File: src/design/cbuf_regs.svh
// register indices, field positions and reset values of the clock buffer config bank
// assumes byte-wide registers addressed by an 8-bit index from the serial slave engine
`ifndef CBUF_REGS_SVH
`define CBUF_REGS_SVH

`define CBUF_IDX_ID 8'h06
`define CBUF_IDX_COUNT 8'h07
`define CBUF_IDX_RSVD8 8'h08
`define CBUF_IDX_RSVD9 8'h09
`define CBUF_IDX_SLEEP 8'h0A
`define CBUF_IDX_IMP8 8'h0B
`define CBUF_IDX_IMP03 8'h0C

`define CBUF_COUNT_MSB 4
`define CBUF_KEEP_BIT 6
`define CBUF_SLEEP_RSVD_BIT 7
`define CBUF_IMP8_MSB 7
`define CBUF_IMP8_LSB 6
`define CBUF_DIS_MSB 1

`define CBUF_COUNT_RST 5'h08
`define CBUF_KEEP_RST 1'b1
`define CBUF_DIS_RST 2'h0
`define CBUF_IMP_100 2'h2
`define CBUF_IMP_85 2'h1
`define CBUF_IMP_33 2'h0

`define CBUF_DIS_LOW_LOW 2'h0
`define CBUF_DIS_HIZ 2'h1
`define CBUF_DIS_HIGH_LOW 2'h2
`define CBUF_DIS_LOW_HIGH 2'h3

`endif

File: src/design/cbuf_pkg.sv
// types shared by the clock buffer config bank and its neighbours
// assumes nothing beyond a SystemVerilog compiler
package cbuf_pkg;

  // drive of one differential pair while disabled
  typedef struct packed {
    logic true_lvl;
    logic true_oe;
    logic comp_lvl;
    logic comp_oe;
  } pin_drive_type;

  // register read or write request from the serial slave engine
  typedef struct packed {
    logic wr;
    logic rd;
    logic [7:0] idx;
    logic [7:0] wdata;
  } reg_req_type;

  typedef enum logic [0:0] {
    BLK_IDLE,
    BLK_STREAM
  } blk_state_type;

endpackage

File: src/design/clock_buffer_config_regs.sv
// configuration byte bank of a nine-output differential clock buffer
// assumes a serial bus slave engine on clk_sys issues byte reads, writes and block reads
`timescale 1ns/1ps
`include "cbuf_regs.svh"

module clock_buffer_config_regs
  import cbuf_pkg::*;
#(
  parameter logic [1:0] DEV_TYPE = 2'h0, // arbitrary value
  parameter logic [5:0] DEV_ID = 6'h2A, // arbitrary value
  parameter logic [1:0] IMP_RST = `CBUF_IMP_100
) (
  // clock and reset
  input wire logic clk_sys,
  input wire logic rst,
  // pins
  input wire logic power_good_sleep_n,
  input wire logic oe_pin_n,
  // single byte access from the slave engine
  input wire reg_req_type req,
  // block read sequencing
  input wire logic blk_start,
  input wire logic [7:0] blk_idx,
  input wire logic blk_next,
  output logic [7:0] rd_data_q,
  output logic rd_valid_q,
  output logic blk_done_q,
  // per-output enable bits from the enable bytes
  input wire logic [8:0] out_enable,
  // driver controls
  output logic [1:0] output_eight_impedance_q,
  output logic [7:0] imp_low_q,
  output logic keep_config_on_sleep_q,
  output logic [8:0] forced_q,
  output pin_drive_type drive_q
);

  logic [`CBUF_COUNT_MSB:0] read_length_field_q;
  logic [1:0] disabled_pin_state_q;
  logic pg_s1_q, pg_s2_q, pg_prev_q;
  logic oe_s1_q, oe_s2_q;
  logic sleep_clear;
  blk_state_type blk_q;
  logic [7:0] ptr_q;
  logic [`CBUF_COUNT_MSB:0] remain_q;

  // byte seen by the host at an index
  function automatic logic [7:0] read_byte(input logic [7:0] idx);
    case (idx)
      `CBUF_IDX_ID: read_byte = {DEV_TYPE, DEV_ID};
      `CBUF_IDX_COUNT: read_byte = {3'h0, read_length_field_q};
      `CBUF_IDX_SLEEP: read_byte = {1'b1, keep_config_on_sleep_q, 6'h00};
      `CBUF_IDX_IMP8: read_byte = {output_eight_impedance_q, 4'h0, disabled_pin_state_q};
      `CBUF_IDX_IMP03: read_byte = imp_low_q;
      default: read_byte = 8'h00; // reserved eight, nine and bytes outside this bank
    endcase
  endfunction

  // pair drive for a disable-state code
  function automatic pin_drive_type decode_disabled(input logic [1:0] code);
    case (code)
      `CBUF_DIS_LOW_LOW: decode_disabled = '{1'b0, 1'b1, 1'b0, 1'b1};
      `CBUF_DIS_HIZ: decode_disabled = '{1'b0, 1'b0, 1'b0, 1'b0};
      `CBUF_DIS_HIGH_LOW: decode_disabled = '{1'b1, 1'b1, 1'b0, 1'b1};
      default: decode_disabled = '{1'b0, 1'b1, 1'b1, 1'b1};
    endcase
  endfunction

  // pin synchronisers; the second stage is read, plus a power-good delay stage after it for the sleep edge
  always_ff @(posedge clk_sys) begin
    if (rst) begin
      pg_s1_q <= 1'b1;
      pg_s2_q <= 1'b1;
      pg_prev_q <= 1'b1;
      oe_s1_q <= 1'b0;
      oe_s2_q <= 1'b0;
    end else begin
      pg_s1_q <= power_good_sleep_n;
      pg_s2_q <= pg_s1_q;
      pg_prev_q <= pg_s2_q;
      oe_s1_q <= oe_pin_n;
      oe_s2_q <= oe_s1_q;
    end
  end

  assign sleep_clear = pg_prev_q && !pg_s2_q && !keep_config_on_sleep_q;

  // writable fields; sleep clearing overrides a simultaneous write
  always_ff @(posedge clk_sys) begin
    if (rst || sleep_clear) begin
      read_length_field_q <= `CBUF_COUNT_RST;
      output_eight_impedance_q <= IMP_RST;
      imp_low_q <= {4{IMP_RST}};
      disabled_pin_state_q <= `CBUF_DIS_RST;
    end else if (req.wr) begin
      case (req.idx)
        `CBUF_IDX_COUNT: read_length_field_q <= req.wdata[`CBUF_COUNT_MSB:0];
        `CBUF_IDX_IMP8: begin
          output_eight_impedance_q <= req.wdata[`CBUF_IMP8_MSB:`CBUF_IMP8_LSB];
          disabled_pin_state_q <= req.wdata[`CBUF_DIS_MSB:0];
        end
        `CBUF_IDX_IMP03: imp_low_q <= req.wdata;
        // id and reserved bytes ignore writes
        default: ;
      endcase
    end
  end

  // keep bit itself survives sleep
  always_ff @(posedge clk_sys) begin
    if (rst) begin
      keep_config_on_sleep_q <= `CBUF_KEEP_RST;
    end else if (req.wr && req.idx == `CBUF_IDX_SLEEP) begin
      keep_config_on_sleep_q <= req.wdata[`CBUF_KEEP_BIT];
    end
  end

  // single reads and block reads
  always_ff @(posedge clk_sys) begin
    if (rst) begin
      blk_q <= BLK_IDLE;
      ptr_q <= 8'h00;
      remain_q <= '0;
      rd_data_q <= 8'h00;
      rd_valid_q <= 1'b0;
      blk_done_q <= 1'b0;
    end else begin
      rd_valid_q <= 1'b0;
      blk_done_q <= 1'b0;
      case (blk_q)
        BLK_IDLE: begin
          if (blk_start) begin
            rd_data_q <= {3'h0, read_length_field_q};
            rd_valid_q <= 1'b1;
            ptr_q <= blk_idx;
            remain_q <= read_length_field_q;
            blk_q <= BLK_STREAM;
            blk_done_q <= (read_length_field_q == '0);
            if (read_length_field_q == '0) begin
              blk_q <= BLK_IDLE;
            end
          end else if (req.rd) begin
            rd_data_q <= read_byte(req.idx);
            rd_valid_q <= 1'b1;
          end
        end
        BLK_STREAM: begin
          if (blk_next) begin
            rd_data_q <= read_byte(ptr_q);
            rd_valid_q <= 1'b1;
            ptr_q <= ptr_q + 8'h01;
            remain_q <= remain_q - 5'h01;
            if (remain_q == 5'h01) begin
              blk_done_q <= 1'b1;
              blk_q <= BLK_IDLE;
            end
          end
        end
        default: blk_q <= BLK_IDLE;
      endcase
    end
  end

  // driver controls
  always_ff @(posedge clk_sys) begin
    if (rst) begin
      forced_q <= 9'h1FF;
      drive_q <= decode_disabled(`CBUF_DIS_RST);
    end else begin
      // cleared enable bit or deasserted pin forces disable
      forced_q <= ~out_enable | {9{oe_s2_q}};
      drive_q <= decode_disabled(disabled_pin_state_q);
    end
  end

  // every output forced by its own enable bit
  for (genvar g = 0; g < 9; g++) begin : g_force

  end
endmodule

File: config.mk
export PLATFORM = sky130hd
export DESIGN_NAME = clock_buffer_config_regs
export DESIGN_NICKNAME = d
export VERILOG_FILES = /design/src/design/cbuf_pkg.sv /design/src/design/clock_buffer_config_regs.sv
export VERILOG_INCLUDE_DIRS = /design/src /design/src/design
export SDC_FILE = /design/constraint.sdc
export NUM_CORES = 1
export LEC_CHECK = 0
export BUFFER_PORTS_ARGS = -buffer_cell sky130_fd_sc_hd__buf_2
export CORE_ASPECT_RATIO = 2
export CORE_MARGIN = 4
export CORE_UTILIZATION = 50
export CTS_CLUSTER_SIZE = 28
export DETAILED_ROUTE_END_ITERATION = 10
export PLACE_DENSITY = 0.76
export SKIP_LAST_GASP = 1
export SLEW_MARGIN = 5
export SYNTH_ARGS = -nofsm -noshare
export SYNTH_HDL_FRONTEND = slang
export SYNTH_SLANG_ARGS = --single-unit
File: constraint.sdc
create_clock -name clk_sys -period 2.7 [get_ports clk_sys]
set_input_delay 0.27 -clock clk_sys [delete_from_list [all_inputs] [get_ports clk_sys]]
set_output_delay 0.27 -clock clk_sys [all_outputs]
set_load 0.1 [all_outputs]
==> reports/metrics.yaml <==
status: "completed"
hold_end: "forced_q[1]"
dieArea_um2: 7263
final_util_pct: 62.68
register_area_um2: 1181
ir_worst_vdd_v: 0.0005904
grt_pass1_vias: 2724
die_h_um: 116.6
synthDistinctLibCells: 54
yosys_warnings: 0
fin_tns_setup_ns: 0
skew_ns: 0.004552
power_frac_comb_pct: 15.3
cts_made_buffers: 9
synth_top_area_cell: "dfxtp_1"
rr_endpoint: "rd_data_q[1]"
report.final.slew_viol_count: 0
grt.total_usage_pct: 23.82
worstSkewPairLatency_ns: 0.34
cts.clk_slew.worst_paths_ns: 0.05
holdPathStages: 2
synth-seq-area-share_pct: 40.07
startpoint_type: "flip-flop"
p_switching_mw: 0.6680
synthesis.nets: 389
fmax_mhz: 507.8
drive_above_1_share_pct: 25.92
worstPathArrival_ns: 2.16
relSlewSlack_pct: 55.67
place_ws_ns: 0.7467
p_leak_nw: 1.559
ctsHoldBuffers: 0
htreeDepth: 3
core_area_um2: 5709
syn_area_per_cell_um2: 8.594
nNetsFinal: 451
design_area_um2: 3578
cts.repair.resized: 0
first_iter_violations: 140
grt_start_max_net_pins: 38
gp_congestion: 0.9208
fillCellCount: 544
start_util_pct: 51.63
vias: 2788
rrSetupSlack_ns: 0.73
cts_tree: "built"
synth_area_leaders: "dfxtp_1, nor2_1, mux2i_1, nand2_1, a21oi_1"
rsz0062_at_grt: "false"
drc: 0
rows: 39
io_buffers: 74
netlist_area_um2: 2948
wl_mm: 8.264
maxCapViolations: 0
pwr-share-seq_pct: 38.9
sw_frac_of_total_pct: 27.32
rr_worst_depth: 5
worstReg2RegStart: "ptr_q[0]"
synth.most_common_cell: "dfxtp_1"
place_area_um2: 3283
layout_setup_ws_ns: 0.7307
cts_setup_buffers: 0
vias_per_cell: 5.932
io_pins: 75
power.internal_mw: 1.777
antenna_found_initial: 0
root_buffer: "clkbuf_16"
critPathCaptureType: "flip-flop"
ant_nets: 0
area_delta_synth_final_pct: 21.39
dr.pass1.iters: 4
setup_viol: 0
cts_max_path_buffers: 2
dp_hpwl_mm: 6.214
hp-class: "input pin to flip-flop"
grt_pass1_wl_mm: 13.37
crit_fanout: 15
synth_top_area_share_pct: 40.07
hp-start: "out_enable[1]"
crit_type: "flip-flop to flip-flop"
worst_pin_slew_ns: 0.6650
ys.flop_type: "dfxtp_1"
post-route-period-util_pct: 72.94
yosys_register_bits: 59
dieWidth_um: 62.30
pwr-share-clk_pct: 45.8
wire_per_inst_um: 17.58
synth_common_cells: "dfxtp_1, nor2_1, nand2_1, a21oi_1, nand3_1"
required_ns: 2.89
power.density_nw_per_um2: 683.2
async_flop_share_pct: 0
grt_overflow: 0
hold_viol: 0
min_period_ns: 1.969
syn_inst: 343
diodes: 0
multi_input_area_um2: 1633
cts.sinks: 59
synth_edf_count: 0
-- metrics by stage --
step / hold slack (ns) / power, mW / instances
after floorplan: 0.3319 / 1.253 / 343
after global placement: 0.4027 / 1.332 / 455
after detailed placement: 0.4005 / 1.338 / 455
after CTS: 0.08098 / 2.467 / 470
after global routing: 0.08837 / 2.538 / 470
final: 0.08890 / 2.445 / 470
-- power groups by stage --
stage	Clock, mW	Combinational (mW)	Sequential, mW
floorplan	0	0.184	1.07
global placement	0	0.368	0.964
detailed placement	0	0.372	0.966
CTS	1.14	0.374	0.950
global route	1.18	0.404	0.955
finish	1.12	0.373	0.951
-- kinds of logic (layout without fill, tap and decap cells) --
kind of cell               Yosys count  count (layout)  share of synthesized area, %
adders and majority gates            5               5                         2.122
and+or+nand+nor                    153             153                         28.27
DFF                                 59              59                         40.07
muxes                               16              16                         5.475
buffers and inverters               29              95                         4.542
xor gates and xnor gates             5               5                         1.486
AOI/OAI and AO/OA                   76              76                         18.04
-- routing by layer --
metal	routed length [µm]	vias up	part of all wire (%)	track usage (%)
met5	0	-	0	0
met4	657	0	8.0	22.95
met3	505	45	6.1	5.390
met2	4218	132	51	42.11
met1	2882	1264	35	21.90
li1	-	1347	-	-
-- flip-flops by register name, indices dropped and copies added, names as in the netlist, 2 cells and up --
signal and count:
output_eight_impedance_q 2, drive_q 3, rd_data_q 8, forced_q 9, ptr_q 8, remain_q 5
disabled_pin_state_q 2, read_length_field_q 5, imp_low_q 8
-- how the worst max path moves through the flow --
stage	startpoint	to	slack (ns)
after floorplan	output_eight_impedance_q[0]	rd_data_q[6]	0.83
after global placement	blk_q	rd_data_q[0]	0.80
after detailed placement	blk_q	rd_data_q[4]	0.75
after CTS	blk_q	rd_data_q[0]	0.73
after global routing	ptr_q[0]	rd_data_q[0]	0.52
final	ptr_q[0]	rd_data_q[1]	0.73
-- final cells by class --
type,count,area share [%]
clock buffer,13,7.273
inverter,6,0.6294
clock inverter,2,0.9790
multi-input combinational,255,45.63
timing repair buffer,74,10.35
tap,61,2.133
sequential,59,33.01
-- cell usage in the layout, fill, tap and decap left out, types with 3 or more instances in the layout --
cell	Yosys	routed
a22o_1	4	4
nand4_1	4	4
nor2_1	41	41
a32oi_1	3	3
nor3_1	5	5
and2_1	4	4
buf_2	14	74
xor2_1	3	3
and3_1	3	3
a21o_1	3	3
ha_1	5	5
inv_1	6	6
or2_2	5	5
nand3_1	18	18
a31oi_1	5	5
nor3b_1	5	5
a21oi_1	21	21
nand4b_1	3	3
nand2b_1	12	12
clkbuf_16	0	9
nor2b_1	8	8
dfxtp_1	59	59
a211oi_1	8	8
o21ai_0	9	9
a221oi_1	7	7
mux2i_1	15	15
nand2_1	29	29
-- critical path, stage by stage (launching register included) --
cell	delay [ns]
dfxtp_1	0.36
ha_1	0.40
o311ai_2	0.47
a21oi_2	0.14
a221oi_1	0.36
a211oi_2	0.11
Note: power is estimated with default switching activity, not from simulation.
